File: config.mk
export PLATFORM = sky130hd
export DESIGN_NAME = sas_adc_seq
export DESIGN_NICKNAME = d
export VERILOG_FILES = /design/src/sas_pkg.sv /design/src/sas_adc_seq.sv
export VERILOG_INCLUDE_DIRS = /design/src
export SDC_FILE = /design/constraint.sdc
export NUM_CORES = 1
export LEC_CHECK = 0
export BUFFER_PORTS_ARGS = -buffer_cell sky130_fd_sc_hd__buf_2
export CAP_MARGIN = 20
export CORE_MARGIN = 4
export CORE_UTILIZATION = 50
export CTS_CLUSTER_SIZE = 25
export DETAILED_ROUTE_END_ITERATION = 6
export HOLD_SLACK_MARGIN = 0.02
export PLACE_DENSITY = 0.77
export SLEW_MARGIN = 15
export SYNTH_ARGS = -nofsm -noshare
export SYNTH_HDL_FRONTEND = slang
export SYNTH_SLANG_ARGS = --single-unit
File: constraint.sdc
create_clock -name clk -period 2.6 [get_ports clk]
set_input_delay 0.52 -clock clk [delete_from_list [all_inputs] [get_ports clk]]
set_output_delay 0.52 -clock clk [all_outputs]
set_load 0.03 [all_outputs]
File: src/sas_defs.svh
`ifndef SAS_DEFS_SVH
`define SAS_DEFS_SVH

// Register indices, byte address is four times the index
`define SAS_IDX_CSR 8'h2e
`define SAS_IDX_RESH 8'h2f
`define SAS_IDX_RESL 8'h30
`define SAS_IDX_IRQ_STAT 8'h31
`define SAS_IDX_IRQ_MASK 8'h32
`define SAS_IDX_PWR 8'h33
`define SAS_ADDR_W 10

// Control/status fields
`define SAS_CSR_DONE_BIT 7
`define SAS_CSR_DIV_HI 6
`define SAS_CSR_DIV_LO 5
`define SAS_CSR_ON_BIT 4
`define SAS_CSR_CS_HI 3
`define SAS_CSR_CS_LO 0
`define SAS_CSR_RESET 8'h00
`define SAS_RES_RESET 8'h00

// Power/aux register fields
`define SAS_PWR_IRQEN_BIT 0
`define SAS_PWR_HALT_BIT 1
`define SAS_PWR_WAIT_BIT 2

// Saturated results
`define SAS_SAT_HI_H 8'hff
`define SAS_SAT_HI_L 8'h03
`define SAS_SAT_LO 8'h00

// Clocks
`define SAS_CLK_HZ 20000000
`define SAS_F4_HZ 4000000
`define SAS_F2_HZ 2000000
`define SAS_F1_HZ 1000000
`define SAS_DIV4 (`SAS_CLK_HZ / `SAS_F4_HZ)
`define SAS_DIV2 (`SAS_CLK_HZ / `SAS_F2_HZ)
`define SAS_DIV1 (`SAS_CLK_HZ / `SAS_F1_HZ)

// Converter timing in converter clock ticks
`define SAS_SAMPLE_TICKS 3
`define SAS_STAB_TICKS 8

`endif

File: src/sas_pkg.sv
`include "sas_defs.svh"

package sas_pkg;
  typedef enum logic [3:0] {
    SAS_IDLE = 4'b0001,
    SAS_STAB = 4'b0010,
    SAS_SAMP = 4'b0100,
    SAS_CONV = 4'b1000
  } sas_state_e;

  typedef logic [7:0] sas_byte_t;
endpackage : sas_pkg

File: src/sas_adc_seq.sv
// What this block does
// - Input above high reference gives ffh/03h
// - Input below low reference gives zero
// - Four-bit channel code selects input 0-15
// - converter_on starts continuous repeated conversions
// - Done flag cleared when conversion starts from idle
// - Channel write mid-conversion restarts on new channel
// - Completion sets flag, interrupt if enabled
// - Result held until next conversion finishes
// - High byte read clears done flag
// - Low byte read freezes both result bytes
// - High read or converter off unfreezes
// - Divider code 00/01/10 gives 4/2/1 MHz
// - Clearing converter_on stops conversion in progress
// - High byte bits 9:2, low byte bits 1:0
// - Runs in wait, off in halt, stabilises after
`include "sas_defs.svh"

module sas_adc_seq #(
  parameter int unsigned SAMPLE_TICKS = `SAS_SAMPLE_TICKS,
  parameter int unsigned STAB_TICKS = `SAS_STAB_TICKS
) (
  input wire logic clk,
  input wire logic rst,
  input wire logic [`SAS_ADDR_W-1:0] avs_address,
  input wire logic avs_read,
  input wire logic avs_write,
  input wire logic [31:0] avs_writedata,
  input wire logic [3:0] avs_byteenable,
  output logic [31:0] avs_readdata,
  output logic avs_waitrequest,
  output logic [3:0] channel_sel,
  output logic sample_hold,
  output logic converter_power,
  output logic [9:0] sar_trial,
  input wire logic cmp_above,
  input wire logic over_high_ref,
  input wire logic under_low_ref,
  input wire logic long_sample_select,
  input wire logic core_halt,
  output logic irq,
  output logic wake_req
);
  import sas_pkg::*;

  ////////////////////////////////////////////////////////////////////////
  // State

  typedef struct packed {
    sas_state_e st;
    logic [2:0] ack;
    logic wreq;
    logic [31:0] rdata;
    logic done;
    logic [1:0] div_sel;
    logic on;
    logic [3:0] cs;
    logic [7:0] res_h;
    logic [1:0] res_l;
    logic frozen;
    logic irq_en;
    logic [1:0] stat;
    logic [1:0] mask;
    logic [4:0] pre;
    logic tick;
    logic [3:0] tcnt;
    logic [3:0] bitn;
    logic [9:0] sar;
    logic halt_seen;
    logic irq_o;
    logic wake_o;
  } sas_state_s;

  sas_state_s s_r;
  sas_state_s s_nxt;

  logic [4:0] div_lim;
  logic [3:0] samp_len;
  logic bus_req;
  logic rd_ev;
  logic wr_ev;
  logic [7:0] idx;
  logic [7:0] wb;
  logic conv_done;
  logic [9:0] final_res;
  logic lock_now;

  ////////////////////////////////////////////////////////////////////////
  // Combinational

  always_comb begin
    s_nxt = s_r;
    bus_req = avs_read | avs_write;
    idx = avs_address[`SAS_ADDR_W-1:2];
    wb = avs_byteenable[0] ? avs_writedata[7:0] : 8'h00;
    rd_ev = avs_read & (s_r.ack == 3'h1);
    wr_ev = avs_write & (s_r.ack == 3'h1) & avs_byteenable[0];
    lock_now = rd_ev & (idx == `SAS_IDX_RESL);
    conv_done = 1'b0;
    final_res = 10'h000;

    // Bus handshake: one wait cycle then accept
    if (bus_req && s_r.ack == 3'h0) begin
      s_nxt.ack = 3'h1;
    end else if (s_r.ack == 3'h1) begin
      s_nxt.ack = 3'h2;
    end else begin
      s_nxt.ack = 3'h0;
    end
    s_nxt.wreq = (s_nxt.ack != 3'h1);

    // Prescaler
    case (s_r.div_sel)
      2'b00: div_lim = 5'(`SAS_DIV4 - 1);
      2'b01: div_lim = 5'(`SAS_DIV2 - 1);
      2'b10: div_lim = 5'(`SAS_DIV1 - 1);
      default: div_lim = 5'(`SAS_DIV1 - 1);
    endcase
    s_nxt.tick = 1'b0;
    if (!s_r.on) begin
      s_nxt.pre = 5'h00;
    end else if (s_r.pre >= div_lim) begin
      s_nxt.pre = 5'h00;
      s_nxt.tick = 1'b1;
    end else begin
      s_nxt.pre = s_r.pre + 5'h01;
    end

    samp_len = long_sample_select ? 4'(2 * SAMPLE_TICKS) : 4'(SAMPLE_TICKS);

    // Conversion sequencer
    case (s_r.st)
      SAS_IDLE: begin
        if (s_r.on && !core_halt) begin
          s_nxt.st = s_r.halt_seen ? SAS_STAB : SAS_SAMP;
          s_nxt.tcnt = 4'h0;
          s_nxt.halt_seen = 1'b0;
        end
      end
      SAS_STAB: begin
        if (s_r.tick) begin
          s_nxt.tcnt = s_r.tcnt + 4'h1;
          if (s_r.tcnt == 4'(STAB_TICKS - 1)) begin
            s_nxt.st = SAS_SAMP;
            s_nxt.tcnt = 4'h0;
          end
        end
      end
      SAS_SAMP: begin
        if (s_r.tick) begin
          s_nxt.tcnt = s_r.tcnt + 4'h1;
          if (s_r.tcnt == samp_len - 4'h1) begin
            s_nxt.st = SAS_CONV;
            s_nxt.bitn = 4'd9;
            s_nxt.sar = 10'h200;
          end
        end
      end
      SAS_CONV: begin
        if (s_r.tick) begin
          s_nxt.sar[s_r.bitn] = cmp_above;
          if (s_r.bitn == 4'd0) begin
            conv_done = 1'b1;
            s_nxt.st = SAS_SAMP;
            s_nxt.tcnt = 4'h0;
          end else begin
            s_nxt.bitn = s_r.bitn - 4'd1;
            s_nxt.sar[s_r.bitn - 4'd1] = 1'b1;
          end
        end
      end
      default: s_nxt.st = SAS_IDLE;
    endcase

    final_res = s_r.sar;
    final_res[0] = cmp_above;
    if (over_high_ref) begin
      final_res = 10'h3ff;
    end else if (under_low_ref) begin
      final_res = 10'h000;
    end

    if (conv_done) begin
      if (!s_r.frozen && !lock_now) begin
        s_nxt.res_h = final_res[9:2];
        s_nxt.res_l = final_res[1:0];
      end
    end

    if (core_halt && s_r.on) begin
      s_nxt.halt_seen = 1'b1;
    end
    if (!s_r.on || core_halt) begin
      s_nxt.st = SAS_IDLE;
    end

    // Read side effects at the accepting edge
    if (rd_ev) begin
      case (idx)
        `SAS_IDX_RESH: begin
          s_nxt.done = 1'b0;
          s_nxt.frozen = 1'b0;
        end
        `SAS_IDX_RESL: s_nxt.frozen = 1'b1;
        default: s_nxt.frozen = s_nxt.frozen;
      endcase
    end

    // Register writes
    if (wr_ev) begin
      case (idx)
        `SAS_IDX_CSR: begin
          s_nxt.div_sel = wb[`SAS_CSR_DIV_HI:`SAS_CSR_DIV_LO];
          s_nxt.on = wb[`SAS_CSR_ON_BIT];
          s_nxt.cs = wb[`SAS_CSR_CS_HI:`SAS_CSR_CS_LO];
          if (wb[`SAS_CSR_CS_HI:`SAS_CSR_CS_LO] != s_r.cs && s_r.st != SAS_IDLE) begin
            s_nxt.st = SAS_SAMP;
            s_nxt.tcnt = 4'h0;
          end
          if (!wb[`SAS_CSR_ON_BIT]) begin
            s_nxt.frozen = 1'b0;
            s_nxt.st = SAS_IDLE;
          end
        end
        `SAS_IDX_IRQ_STAT: s_nxt.stat = s_r.stat & ~wb[1:0];
        `SAS_IDX_IRQ_MASK: s_nxt.mask = wb[1:0];
        `SAS_IDX_PWR: s_nxt.irq_en = wb[`SAS_PWR_IRQEN_BIT];
        default: s_nxt.stat = s_nxt.stat;
      endcase
    end

    // Done flag and events, set wins over clear
    if (s_nxt.st != SAS_IDLE && s_r.st == SAS_IDLE) begin
      s_nxt.done = 1'b0;
    end
    if (conv_done) begin
      s_nxt.done = 1'b1;
      s_nxt.stat[0] = 1'b1;
    end
    if (s_r.on && core_halt && !s_r.halt_seen) begin
      s_nxt.stat[1] = 1'b1;
    end

    s_nxt.irq_o = (|(s_nxt.stat & s_nxt.mask)) | (s_nxt.done & s_nxt.irq_en);
    s_nxt.wake_o = s_nxt.done & s_nxt.irq_en & !core_halt;

    // Read data loads as a read is first seen, stands while waitrequest low
    if (avs_read && s_r.ack == 3'h0) begin
      s_nxt.rdata = 32'h0000_0000;
      case (idx)
        `SAS_IDX_CSR: s_nxt.rdata[7:0] = {s_nxt.done, s_nxt.div_sel, s_nxt.on, s_nxt.cs};
        `SAS_IDX_RESH: s_nxt.rdata[7:0] = s_nxt.res_h;
        `SAS_IDX_RESL: s_nxt.rdata[7:0] = {6'h00, s_nxt.res_l};
        `SAS_IDX_IRQ_STAT: s_nxt.rdata[1:0] = s_nxt.stat;
        `SAS_IDX_IRQ_MASK: s_nxt.rdata[1:0] = s_nxt.mask;
        `SAS_IDX_PWR: s_nxt.rdata[2:0] = {1'b0, core_halt, s_nxt.irq_en};
        default: s_nxt.rdata = 32'h0000_0000;
      endcase
    end
  end

  ////////////////////////////////////////////////////////////////////////
  // Registers

  always_ff @(posedge clk or posedge rst) begin
    if (rst) begin
      s_r <= '0;
      s_r.st <= SAS_IDLE;
      s_r.wreq <= 1'b1;
    end else begin
      s_r <= s_nxt;
    end
  end

  ////////////////////////////////////////////////////////////////////////
  // Outputs

  assign avs_readdata = s_r.rdata;
  assign avs_waitrequest = s_r.wreq;
  assign channel_sel = s_r.cs;
  assign sample_hold = s_r.st[2];
  assign converter_power = s_r.on;
  assign sar_trial = s_r.sar;
  assign irq = s_r.irq_o;
  assign wake_req = s_r.wake_o;

endmodule : sas_adc_seq

### Yosys cells after proc, flatten, opt, wreduce, memory -nomap -nowiden

Index checks and enable logic that the tools add are counted.

| word-level totals | value |
|---|---|
| bits in registers | 67 |
| input port bits | 55 |
| output and inout bits | 51 |

| cells by class | value |
|---|---|
| add/sub/neg operators | 4 |
| magnitude comparators | 5 |
| equal/unequal tests | 22 |
| mux-type cells | 70 |
| bitwise logic cells | 12 |
| reduce and logical (&&, ||, !) cells | 26 |

Operators with widths:

| cell | count |
|---|---|
| $mux 4 | 19 |
| $eq 8x6->1 const B | 6 |
| $mux 10 | 4 |
| $mux 18 | 2 |
| $pmux 4 s4 | 2 |
| $mux 14 | 2 |
| $pmux 14 s2 | 1 |
| $mux 7 | 3 |
| $mux 1 | 20 |
| $pmux 5 s2 | 2 |
| $pmux 2 s6 | 1 |
| $bwmux 10 | 1 |
| $logic_and 1x1->1 | 10 |
| $lt 4x5->1 const B | 2 |
| $mux 5 | 2 |
| $or 10x10->10 | 1 |
| $demux 1 s4 | 2 |
| $eq 4x3->1 const B | 2 |
| $ge 4x1->1 const B | 2 |
| $mux 2 | 4 |
| $ne 2x2->1 const B | 4 |
| $ne 4x1->1 const B | 2 |
| $and 1x1->1 | 6 |
| $mux 3 | 2 |
| 28 further kinds | 37 |

### Longest topological paths before layout

Gate-level depths: netlist (run 1).

| depth | value |
|---|---|
| depth after elaboration | 17 |
| depth in mapped cells | 8 |

### Least setup slack after synthesis (run 1)

No wires, ideal clock.

| timing | value |
|---|---|
| kind | input to register |
| from | input port avs_address[9] |
| to | register s_r, in the netlist avs_readdata[2] |
| setup time | 0.124 ns |
| arrival time | 2.114 ns |
| data required time | 2.476 ns |
| path slack | 0.362 ns |
| stages on the path | 7 |
| buffers on the path | 2 |
| path through | or3b_1 > buf_6 > nor4_2 > buf_4 > mux2_2 > a21oi_1 > a21oi_1 |

RTL lines:

| item | RTL line | RTL |
|---|---|---|
| start: declaration | sas_adc_seq.sv:25 | `` input wire logic [`SAS_ADDR_W-1:0] avs_address, `` |
| end signal: assignment | sas_adc_seq.sv:271 | `s_r <= s_nxt;` |
| end: declaration | sas_adc_seq.sv:74 | `sas_state_s s_r;` |

==> results of run 1 <==
[worst paths after layout]
| path | start | cells after the start | end | slack (ns) |
|---|---|---|---|---|
| setup reg to reg | s_r[19]$_DFF_PP0_ | 5 | sar_trial[4]$_DFFE_PP0P_ | 0.42 |
| setup / recovery | avs_address[9] | 7 | avs_readdata[5]$_DFFE_PP0P_ | 0.35 |
| max in group asynchronous | rst | 3 | avs_waitrequest$_DFF_PP1_ | 1.74 |
| hold / removal | rst | 2 | sar_trial[3]$_DFFE_PP0P_ | 0.19 |
| hold reg to reg | s_r[85]$_DFF_PP0_ | 1 | s_r[85]$_DFF_PP0_ | 0.49 |
| min in group clk | avs_write | 2 | avs_waitrequest$_DFF_PP1_ | 0.39 |
[worst max-delay path, delay by kind of cell]
kind | cells | cell delay [ns]
and+or+nand+nor | 2 | 0.92
muxes | 1 | 0.39
buffers and inverters | 2 | 0.36
AOI/OAI and AO/OA | 2 | 0.28
[stage by stage]
stage	total power, W	worst slack, ns	instances	instance area (µm²)	util [%]
after floorplan	0.001668	0.3622	464	4119	-
after global placement	0.001710	0.09340	575	4218	54.30
after detailed placement	0.001728	0.04062	575	4218	54.30
after CTS	0.002669	0.3757	591	4428	57.01
after global routing	0.002769	0.1522	591	4428	57.01
final	0.002645	0.3536	591	4428	57.01
[final cells by class]
type | instances | area (µm²) | share of cell area, %
multi-input cells | 321 | 1981 | 44.73
flip-flops and latches | 66 | 1654 | 37.36
repair buffers | 66 | 380.4 | 8.590
clock buffers | 11 | 131.4 | 2.967
well taps | 102 | 127.6 | 2.882
clock inverters | 5 | 78.83 | 1.780
inverters | 20 | 75.07 | 1.695
[metal layers]
layer  part of all wire [%]  up-vias  wire length, µm  track usage, %
li1                       -     1589                -               -
met5                      0        -                0               0
met3                    6.5       13              588           4.643
met2                     47      120             4215           31.15
met4                    1.3        0              121           5.005
met1                     46     1583             4125           27.16
[sequential cells by signal, indices dropped and copies added (netlist names)]
name	count
wake_req	1
avs_waitrequest	1
sar_trial	10
channel_sel	4
irq	1
avs_readdata	8
converter_power	1
s_r	39
sample_hold	1
[Yosys cell counts (4+ instances only)]
library cell	n	area, µm²
sky130_fd_sc_hd__a21o_1	4	30.03
sky130_fd_sc_hd__a21oi_1	39	195.2
sky130_fd_sc_hd__a31oi_1	8	50.05
sky130_fd_sc_hd__buf_4	47	352.8
sky130_fd_sc_hd__dfrtp_1	64	1602
sky130_fd_sc_hd__ha_1	7	87.58
sky130_fd_sc_hd__inv_1	19	71.32
sky130_fd_sc_hd__mux2_2	10	112.6
sky130_fd_sc_hd__mux2i_1	5	50.05
sky130_fd_sc_hd__nand2_1	43	161.4
sky130_fd_sc_hd__nand2b_1	6	37.54
sky130_fd_sc_hd__nand3_1	9	45.04
sky130_fd_sc_hd__nand3b_1	6	45.04
sky130_fd_sc_hd__nor2_1	44	165.2
sky130_fd_sc_hd__nor2b_1	6	37.54
sky130_fd_sc_hd__nor3_1	7	35.03
sky130_fd_sc_hd__o21ai_0	23	115.1
sky130_fd_sc_hd__o32ai_1	4	35.03
sky130_fd_sc_hd__or3_1	4	25.02
sky130_fd_sc_hd__or4b_2	4	40.04
sky130_fd_sc_hd__xnor2_1	4	35.03
[report_power, final]
part	leakage (nW)	internal (W)	total (W)	switching (W)
sequential	0.818	0.00112	0.00118	0.0000553
clock	0.107	0.000539	0.000937	0.000398
combinational	1.08	0.000151	0.000530	0.000379
[cell families (layout without fill, tap and decap cells)]
logic type	count (synthesis)	after routing	synth area share, %
multiplexers	16	16	4.375
buffers and inverters	77	102	12.01
flip-flops	66	66	41.02
XOR/XNOR	6	6	1.303
other	1	24	0.09299
adder cells (fa/ha/maj)	7	7	2.172
AO/OA/AOI/OAI	109	109	16.94
AND/OR/NAND/NOR	159	159	22.09
==> flow_summary.yaml, run 1 <==
status:
  status: "completed"
clock_tree:
  clk_path_buf_depth: 2
  cts_made_buffers: 9
  cts_post_setup_buffers_inserted: 0
  clkSinkCount: 66
  holdBufCountCts: 0
  h-tree-depth: 3
  clk_pin_slew_ns: 0.07
  root_buffer: "sky130_fd_sc_hd__clkbuf_8"
  cts_tree: "done"
  cts.repair.resized: 0
  worst_skew_pair.late_latency_ns: 0.34
placement:
  dp.final_hpwl_um: 6868
  final_estimated_routing_congestion_in_global_placement: 0.8944
  port-buffer-count: 51
global_routing:
  grt_antenna_before_repair: 0
  grt_pass1_vias: 3149
  grt_usage_pct: 19.60
  first_pass_grt_wire_length_um: 15380
  globalRoute.totalOverflow: 0
  grt_start_max_net_pins: 30
floorplan:
  row_count: 32
  dieHeight_um: 97.81
  die_width_um: 97.81
  count_of_boundary_i_o_pins: 106
  initial_util_pct: 51.92
  floorplan.die_area_um2: 9566
  core_area_um2: 7767
detailed_routing:
  detailed_route_drc_error_count: 0
  finalWirelength_um: 9051
  drt-vias-per-instance: 5.592
  detail_route.first_pass.iterations: 5
  wire_per_inst_um: 15.31
  count_of_antenna_violating_nets_left_after_detailed_routing: 0
  initialDrtViolationCount: 199
  vias_after_detailed_routing: 3305
final_layout:
  areaGrowthSynthToFinish_pct: 9.805
  final_cell_mix: "sky130_fd_sc_hd__dfrtp_1 (64), sky130_fd_sc_hd__buf_2 (51), sky130_fd_sc_hd__nor2_1 (44)"
  post_route_cells_drive_above_1_share_pct: 22.09
  most_common_library_cell_in_the_layout_ignoring_fill_and_taps: "sky130_fd_sc_hd__dfrtp_1"
  final_stage_net_count: 546
  n_antenna_cell: 0
  fillers: 701
power:
  power.leakage_nw: 2.003
  power_density_nw_per_um2: 597.3
  worst_ir_drop_vdd_mv: 0.3003
sta:
  rsz0062_at_grt: "no"
  total_of_endpoints_with_negative_setup_slack_in_the_final_report: 0
  setup_total_negative_slack_ns: 0
  period_share_pct: 86.40
  timing.slew.headroom_pct: 64.97
  hold_ws_ns: 0.1851
  report.final.slew_viol_count: 0
  worst-slew-pin-transition_ns: 0.5122
  finalHoldViolations: 0
  timing.clock.skew_ns: 0.005802
  period_needed_ns: 2.246
  max_freq_mhz: 445.2
yosys:
  synthesis.area_um2: 4033
  ys_seq_area_share_pct: 41.02
  synth_seq_cells: 66
  synthesis.area_per_instance_um2: 9.144
  dominantRegCellSynth: "sky130_fd_sc_hd__dfrtp_1"
  number_of_flops_mapped_to_enable_cells_by_yosys: 0
  yosys.cell_types.count: 69
  synthesis.instances: 441
  synth-async-reset-ratio_pct: 100.0
  synth.yosys.warnings: 0
worst_setup_path:
  worstSetupPathType: "in -> reg"
  worstPathArrival_ns: 2.47
  worst_setup_path_end_kind: "flop"
  timing.critical_path.fanout_max: 12
  worstPathCellList: "buf_2 -> or3b_1 -> nor4_2 -> buf_4 -> mux2_2 -> a21oi_1 -> a21oi_1"
  crit_top_cell: "sky130_fd_sc_hd__a21oi_1"
  crit_path_max_incr_delay_ns: 0.54
  cp_slowest_cell: "sky130_fd_sc_hd__or3b_1"
  critPathRequiredTime_ns: 2.83
  timing.critical_path.from_type: "input pin"
run:
  max_cap_viol_count: 0
min_path:
  min-delay-path-class: "in -> async"
No activity file was read; power rests on OpenSTA's default activity.
==> run 2: changes to the inputs <==
--- a/config.mk
+++ b/config.mk
@@ -13,7 +13,9 @@
 export CTS_CLUSTER_SIZE = 25
 export DETAILED_ROUTE_END_ITERATION = 6
 export HOLD_SLACK_MARGIN = 0.02
-export PLACE_DENSITY = 0.77
+export MAX_ROUTING_LAYER = met4
+export PLACE_DENSITY = 0.74
+export SKIP_CTS_REPAIR_TIMING = 1
 export SLEW_MARGIN = 15
 export SYNTH_ARGS = -nofsm -noshare
 export SYNTH_HDL_FRONTEND = slang
==> run 2 against run 1 <==
- the run now ends with design-rule violations left
- utilization is essentially flat
- critical path depth is the same
- non-clock buffer count shrank 1
- final cell count shrank 0.17%
- clock-buffer cell count is the same
- register-to-register slack lost 0.11 ns
- via count shrank 1.8%
- sequential cell count is the same
- maximum frequency shrank 1.9%
- sequential share of layout area is essentially flat
- global-route usage grew 0.57 points
- critical endpoint is now avs_readdata[0]$_DFFE_PP0P_
==> flow_summary.yaml, run 2 (synthesis results as in run 1) <==
status:
  status: "complete, but fails checks"
  violations: "design-rule violations"
sta:
  total_of_endpoints_with_negative_setup_slack_in_the_final_report: 0
  rsz0062_at_grt: "no"
  timing.clock.skew_ns: 0.01070
  worst-slew-pin-transition_ns: 0.5344
  max_freq_mhz: 436.7
  finalHoldViolations: 0
  setup_total_negative_slack_ns: 0
  period_share_pct: 88.08
  timing.slew.headroom_pct: 63.45
  report.final.slew_viol_count: 0
  period_needed_ns: 2.290
clock_tree:
  h-tree-depth: 3
  clk_pin_slew_ns: 0.07
  root_buffer: "sky130_fd_sc_hd__clkbuf_8"
  clk_path_buf_depth: 2
  clkSinkCount: 66
  cts_tree: "done"
  cts_made_buffers: 9
  worst_skew_pair.late_latency_ns: 0.34
detailed_routing:
  detail_route.first_pass.iterations: 7
  finalWirelength_um: 8997
  vias_after_detailed_routing: 3246
  initialDrtViolationCount: 145
  wire_per_inst_um: 15.25
  detailed_route_drc_error_count: 1
  count_of_antenna_violating_nets_left_after_detailed_routing: 0
  drt-vias-per-instance: 5.502
worst_setup_path:
  cp_slowest_cell: "sky130_fd_sc_hd__dfrtp_1"
  crit_path_max_incr_delay_ns: 0.46
  worstPathCellList: "nor4_4 -> nand3_4 -> a211oi_4 -> buf_12 -> mux2i_1 -> nand2_1 -> a31oi_1"
  worstPathBufferInverterCount: 1
  worstSetupPathType: "reg -> reg"
  worstPathArrival_ns: 2.55
  timing.critical_path.fanout_max: 18
  worst_setup_path_end_kind: "flop"
  timing.critical_path.from_type: "flop"
  worst_path_dominant_cell_family: "simple AND/OR/NAND/NOR gates"
  critPathRequiredTime_ns: 2.86
floorplan:
  dieHeight_um: 97.81
  core_area_um2: 7767
  row_count: 32
  die_width_um: 97.81
  floorplan.die_area_um2: 9566
  initial_util_pct: 51.92
  count_of_boundary_i_o_pins: 106
global_routing:
  grt_start_max_net_pins: 28
  globalRoute.totalOverflow: 0
  first_pass_grt_wire_length_um: 15350
  grt_pass1_vias: 3153
  grt_usage_pct: 20.17
  grt_antenna_before_repair: 0
power:
  worst_ir_drop_vdd_mv: 0.2968
  power_density_nw_per_um2: 600.1
  power.leakage_nw: 1.998
placement:
  dp.final_hpwl_um: 6838
  place.detailed.instances: 574
  port-buffer-count: 51
  final_estimated_routing_congestion_in_global_placement: 0.9025
final_layout:
  final_cell_mix: "sky130_fd_sc_hd__dfrtp_1 (64), sky130_fd_sc_hd__buf_2 (51), sky130_fd_sc_hd__nor2_1 (44)"
  n_antenna_cell: 0
  final_stage_net_count: 545
  number_of_flip_flops_under_the_largest_register_name: 39
  post_route_cells_drive_above_1_share_pct: 22.13
  most_common_library_cell_in_the_layout_ignoring_fill_and_taps: "sky130_fd_sc_hd__dfrtp_1"
  areaGrowthSynthToFinish_pct: 9.836
  register_ranked_first_by_flip_flop_count: "s_r"
  fin_cells: 590
min_path:
  min-delay-path-class: "in -> async"
run:
  max_cap_viol_count: 0
-- run 2: cell types whose count changed in the layout (fill, tap and decap cells not counted), sizes merged --
| cell | delta |
|---|---|
| clkinv | -1 |
| buf | -1 |
| clkinvlp | +1 |
-- run 2: cell type report --
cell class / instances / area (µm²)
Fill cell: 745 / 3338
Clock inverter: 5 / 77.57
Timing Repair Buffer: 65 / 372.9
Clock buffer: 11 / 141.4
Multi-Input combinational cell: 321 / 1981
Sequential cell: 66 / 1654
Inverter: 20 / 75.07
Tap cell: 102 / 127.6
-- run 2: worst register-to-register path, delay by kind of cell (launching register included) --
kind / cells / cell delay [ns]
flops: 1 / 0.46
compound gates: 2 / 0.58
buf+inv: 1 / 0.20
mux: 1 / 0.27
simple gates: 3 / 0.69
-- run 2: layer usage --
metal | global-route usage, % | wire (µm) | vias to the layer above
li1 | - | - | 1580
met3 | 4.643 | 509 | 9
met2 | 30.57 | 4251 | 96
met1 | 27.29 | 4139 | 1561
met4 | 5.751 | 97 | 0
met5 | - | 0 | -
-- run 2: power breakdown --
part           switching, W  internal (W)  total (W)
combinational      0.000373      0.000148   0.000522
clock              0.000396      0.000563   0.000959
sequential        0.0000539       0.00112    0.00118
-- run 2: per-stage QoR --
step           util (%)  hold WS (ns)  area (µm²)  worst slack [ns]  power, W
6_report          57.02        0.2211        4429            0.3098  0.002658
5_1_grt           57.02        0.2661        4429            0.1566  0.002802
4_1_cts           57.02        0.2395        4429            0.3083  0.002682
3_5_place_dp      54.20        0.4752        4210           0.04116  0.001721
3_3_place_gp      54.20        0.4593        4210            0.1031  0.001706
2_1_floorplan         -        0.4403        4119            0.3622  0.001668
-- run 2: final timing paths --
| path | startpoint | to | slack, ns | depth (start not counted) |
|---|---|---|---|---|
| hold / removal | rst | s_r[16]$_DFFE_PP0P_ | 0.22 | 2 |
| setup / recovery | s_r[15]$_DFFE_PP0P_ | avs_readdata[0]$_DFFE_PP0P_ | 0.31 | 7 |
| setup reg to reg | s_r[15]$_DFFE_PP0P_ | avs_readdata[0]$_DFFE_PP0P_ | 0.31 | 7 |
| max in group asynchronous | rst | avs_waitrequest$_DFF_PP1_ | 1.60 | 3 |
| hold reg to reg | s_r[22]$_DFF_PP0_ | s_r[22]$_DFF_PP0_ | 0.49 | 1 |
| min in group clk | avs_write | avs_waitrequest$_DFF_PP1_ | 0.40 | 2 |
==> run 3: changes to the inputs <==
--- a/config.mk
+++ b/config.mk
@@ -6,6 +6,7 @@
 export SDC_FILE = /design/constraint.sdc
 export NUM_CORES = 1
 export LEC_CHECK = 0
+export ABC_AREA = 1
 export BUFFER_PORTS_ARGS = -buffer_cell sky130_fd_sc_hd__buf_2
 export CAP_MARGIN = 20
 export CORE_MARGIN = 4
@@ -20,3 +21,4 @@
 export SYNTH_ARGS = -nofsm -noshare
 export SYNTH_HDL_FRONTEND = slang
 export SYNTH_SLANG_ARGS = --single-unit
+export TNS_END_PERCENT = 10
==> run 3 against run 2 <==
- the run now ends clean
- wire length down 2.9%
- hold slack better by 0.018 ns
- global-route usage down 0.98 points
- area after synthesis up 3.2%
- first-iteration DRC count unchanged
- clock skew up 0.0015 ns
- non-clock buffer count down 13
- combinational power down 2%
- largest power group unchanged
==> flow_summary.yaml, run 3 <==
worst_setup_path:
  endpoint: "s_r[25]$_DFF_PP0_"
  worst_setup_path_end_kind: "flop"
  worstPathArrival_ns: 2.34
  reg2reg_slack_ns: 0.53
  timing.critical_path.from_type: "flop"
  rr_worst_depth: 9
  crit_start: "s_r[48]$_DFF_PP0_"
  critPathRequiredTime_ns: 2.87
  worstSetupPathType: "reg -> reg"
  timing.rr.end: "s_r[25]$_DFF_PP0_"
  timing.critical_path.fanout_max: 5
  worstReg2RegStart: "s_r[48]$_DFF_PP0_"
detailed_routing:
  drt-vias-per-instance: 4.989
  finalWirelength_um: 8733
  count_of_antenna_violating_nets_left_after_detailed_routing: 0
  vias_after_detailed_routing: 3472
  detail_route.first_pass.iterations: 6
  initialDrtViolationCount: 145
  wire_per_inst_um: 12.55
  detailed_route_drc_error_count: 0
clock_tree:
  clk_path_buf_depth: 2
  clkSinkCount: 66
  root_buffer: "sky130_fd_sc_hd__clkbuf_8"
  h-tree-depth: 3
  cts_made_buffers: 9
  clk_pin_slew_ns: 0.07
  worst_skew_pair.late_latency_ns: 0.34
  cts_tree: "done"
sta:
  rsz0062_at_grt: "no"
  period_needed_ns: 2.073
  timing.clock.skew_ns: 0.01223
  timing.slew.headroom_pct: 47.04
  finalHoldViolations: 0
  worst-slew-pin-transition_ns: 0.7915
  total_of_endpoints_with_negative_setup_slack_in_the_final_report: 0
  hold_ws_ns: 0.2392
  period_share_pct: 79.72
  setup_total_negative_slack_ns: 0
  report.final.slew_viol_count: 0
  max_freq_mhz: 482.5
yosys:
  ys_seq_area_share_pct: 39.74
  synth_top_cells_by_count: "sky130_fd_sc_hd__nand2_1 (118), sky130_fd_sc_hd__inv_1 (80), sky130_fd_sc_hd__dfrtp_1 (64)"
  synthesis.area_per_instance_um2: 7.555
  synth.most_common_cell: "sky130_fd_sc_hd__nand2_1"
  yosys.cell_types.count: 43
  synth.yosys.warnings: 0
  number_of_flops_mapped_to_enable_cells_by_yosys: 0
  synth.top_cell.area_share_pct: 38.47
  synthesis.area_um2: 4163
  dominantRegCellSynth: "sky130_fd_sc_hd__dfrtp_1"
  synth_seq_cells: 66
  synth_top_area_cell: "sky130_fd_sc_hd__dfrtp_1"
  synthesis.instances: 551
  top_cells_by_area_in_the_synthesized_netlist: "sky130_fd_sc_hd__dfrtp_1 (38%), sky130_fd_sc_hd__nand2_1 (11%), sky130_fd_sc_hd__buf_4 (8.3%)"
  synth-async-reset-ratio_pct: 100.0
global_routing:
  grt_pass1_vias: 3421
  grt_antenna_before_repair: 0
  grt_start_max_net_pins: 41
  first_pass_grt_wire_length_um: 15210
  globalRoute.totalOverflow: 0
  grt_usage_pct: 19.19
power:
  cell_internal_pwr_w: 0.001630
  power_frac_seq_pct: 48.2
  power.leakage_nw: 2.236
  power_density_nw_per_um2: 544.9
  clockPowerShare_pct: 30.7
  p_sw_w: 0.0007860
  comb_power_share_pct: 21.1
  sw_frac_of_total_pct: 32.53
  worst_ir_drop_vdd_mv: 0.6121
final_layout:
  number_of_flip_flops_under_the_largest_register_name: 39
  final_stage_net_count: 648
  fillers: 813
  n_antenna_cell: 0
  areaGrowthSynthToFinish_pct: 6.522
  final_cell_mix: "sky130_fd_sc_hd__nand2_1 (118), sky130_fd_sc_hd__inv_1 (79), sky130_fd_sc_hd__dfrtp_1 (64)"
  most_common_library_cell_in_the_layout_ignoring_fill_and_taps: "sky130_fd_sc_hd__nand2_1"
  register_ranked_first_by_flip_flop_count: "s_r"
  post_route_cells_drive_above_1_share_pct: 18.10
run:
  max_cap_viol_count: 0
floorplan:
  dieHeight_um: 99.25
  row_count: 33
  die_width_um: 99.25
  floorplan.die_area_um2: 9850
  core_area_um2: 8175
  count_of_boundary_i_o_pins: 106
  initial_util_pct: 50.92
placement:
  port-buffer-count: 51
  final_estimated_routing_congestion_in_global_placement: 0.9129
  dp.final_hpwl_um: 6878
min_path:
  min-delay-path-class: "in -> async"
status:
  status: "completed"
run 3: cell types whose count changed in the layout (fill, tap and decap cells not counted), moves of 10 or more:
cell                      delta
sky130_fd_sc_hd__inv_1      +61
sky130_fd_sc_hd__nor2_1     +10
sky130_fd_sc_hd__nand2_1    +75
sky130_fd_sc_hd__buf_4      -13
sky130_fd_sc_hd__a21oi_1    -16
sky130_fd_sc_hd__mux2_2     -10
run 3: kinds of logic after synthesis:
family	synth area share, %
buffers and inverters	17.13
adders and majority gates	2.104
and+or+nand+nor	27.65
xor gates and xnor gates	0.6313
AOI/OAI and AO/OA	12.65
DFF	39.74
other	0.09008
run 3: metal layers:
metal | wire [µm] | part of all wire, % | up-vias | global-route usage (%)
met2 | 4050 | 46 | 107 | 30.58
met1 | 4051 | 46 | 1604 | 24.89
met4 | 139 | 1.6 | 0 | 5.147
li1 | - | - | 1749 | -
met3 | 491 | 5.6 | 12 | 4.137
met5 | 0 | 0 | - | -
run 3: worst max-delay path, stage by stage (launching register included):
cell,delay (ns)
sky130_fd_sc_hd__dfrtp_1,0.41
sky130_fd_sc_hd__or2_2,0.32
sky130_fd_sc_hd__ha_1,0.28
sky130_fd_sc_hd__o21a_1,0.19
sky130_fd_sc_hd__o21a_1,0.16
sky130_fd_sc_hd__o21ai_0,0.14
sky130_fd_sc_hd__nand2_1,0.07
sky130_fd_sc_hd__a21oi_1,0.17
sky130_fd_sc_hd__nand2_1,0.16
sky130_fd_sc_hd__nor2_1,0.12
run 3: cell type report:
| type | count | area (µm²) | share of cell area [%] |
|---|---|---|---|
| Inverter | 88 | 330.3 | 7.449 |
| Clock buffer | 15 | 156.4 | 3.527 |
| Clock inverter | 1 | 5.005 | 0.1129 |
| Tap cell | 105 | 131.4 | 2.963 |
| Sequential cell | 66 | 1654 | 37.30 |
| Multi-Input combinational cell | 369 | 1882 | 42.44 |
| Timing Repair Buffer | 52 | 275.3 | 6.208 |
run 3: worst min path at each step:
stage / from / end / slack (ns) / depth (start not counted)
after global routing: rst / s_r[25]$_DFF_PP0_ / 0.28 / 2
after global placement: s_r[36]$_DFF_PP0_ / s_r[36]$_DFF_PP0_ / 0.47 / 2
after detailed placement: s_r[36]$_DFF_PP0_ / s_r[36]$_DFF_PP0_ / 0.47 / 2
final: rst / irq$_DFF_PP0_ / 0.24 / 2
after floorplan: s_r[35]$_DFF_PP0_ / s_r[35]$_DFF_PP0_ / 0.44 / 2
after CTS: rst / s_r[24]$_DFF_PP0_ / 0.25 / 2
run 3: metrics by stage:
step	cell area, µm²	std cells	total power [W]	util [%]	setup WS [ns]
after global placement	4273	680	0.001684	52.27	0.5384
after floorplan	4249	574	0.001653	-	0.4285
final	4434	696	0.002416	54.24	0.5274
after global routing	4434	696	0.002537	54.24	0.3564
after CTS	4434	696	0.002435	54.24	0.5077
after detailed placement	4273	680	0.001697	52.27	0.4829
run 3: power by group through the flow:
stage               clock network (W)  logic [W]  registers, W
finish                       0.000742   0.000509       0.00116
global route                 0.000801   0.000559       0.00118
CTS                          0.000755   0.000514       0.00117
detailed placement                  0   0.000514       0.00118
global placement                    0   0.000502       0.00118
floorplan                           0   0.000462       0.00119
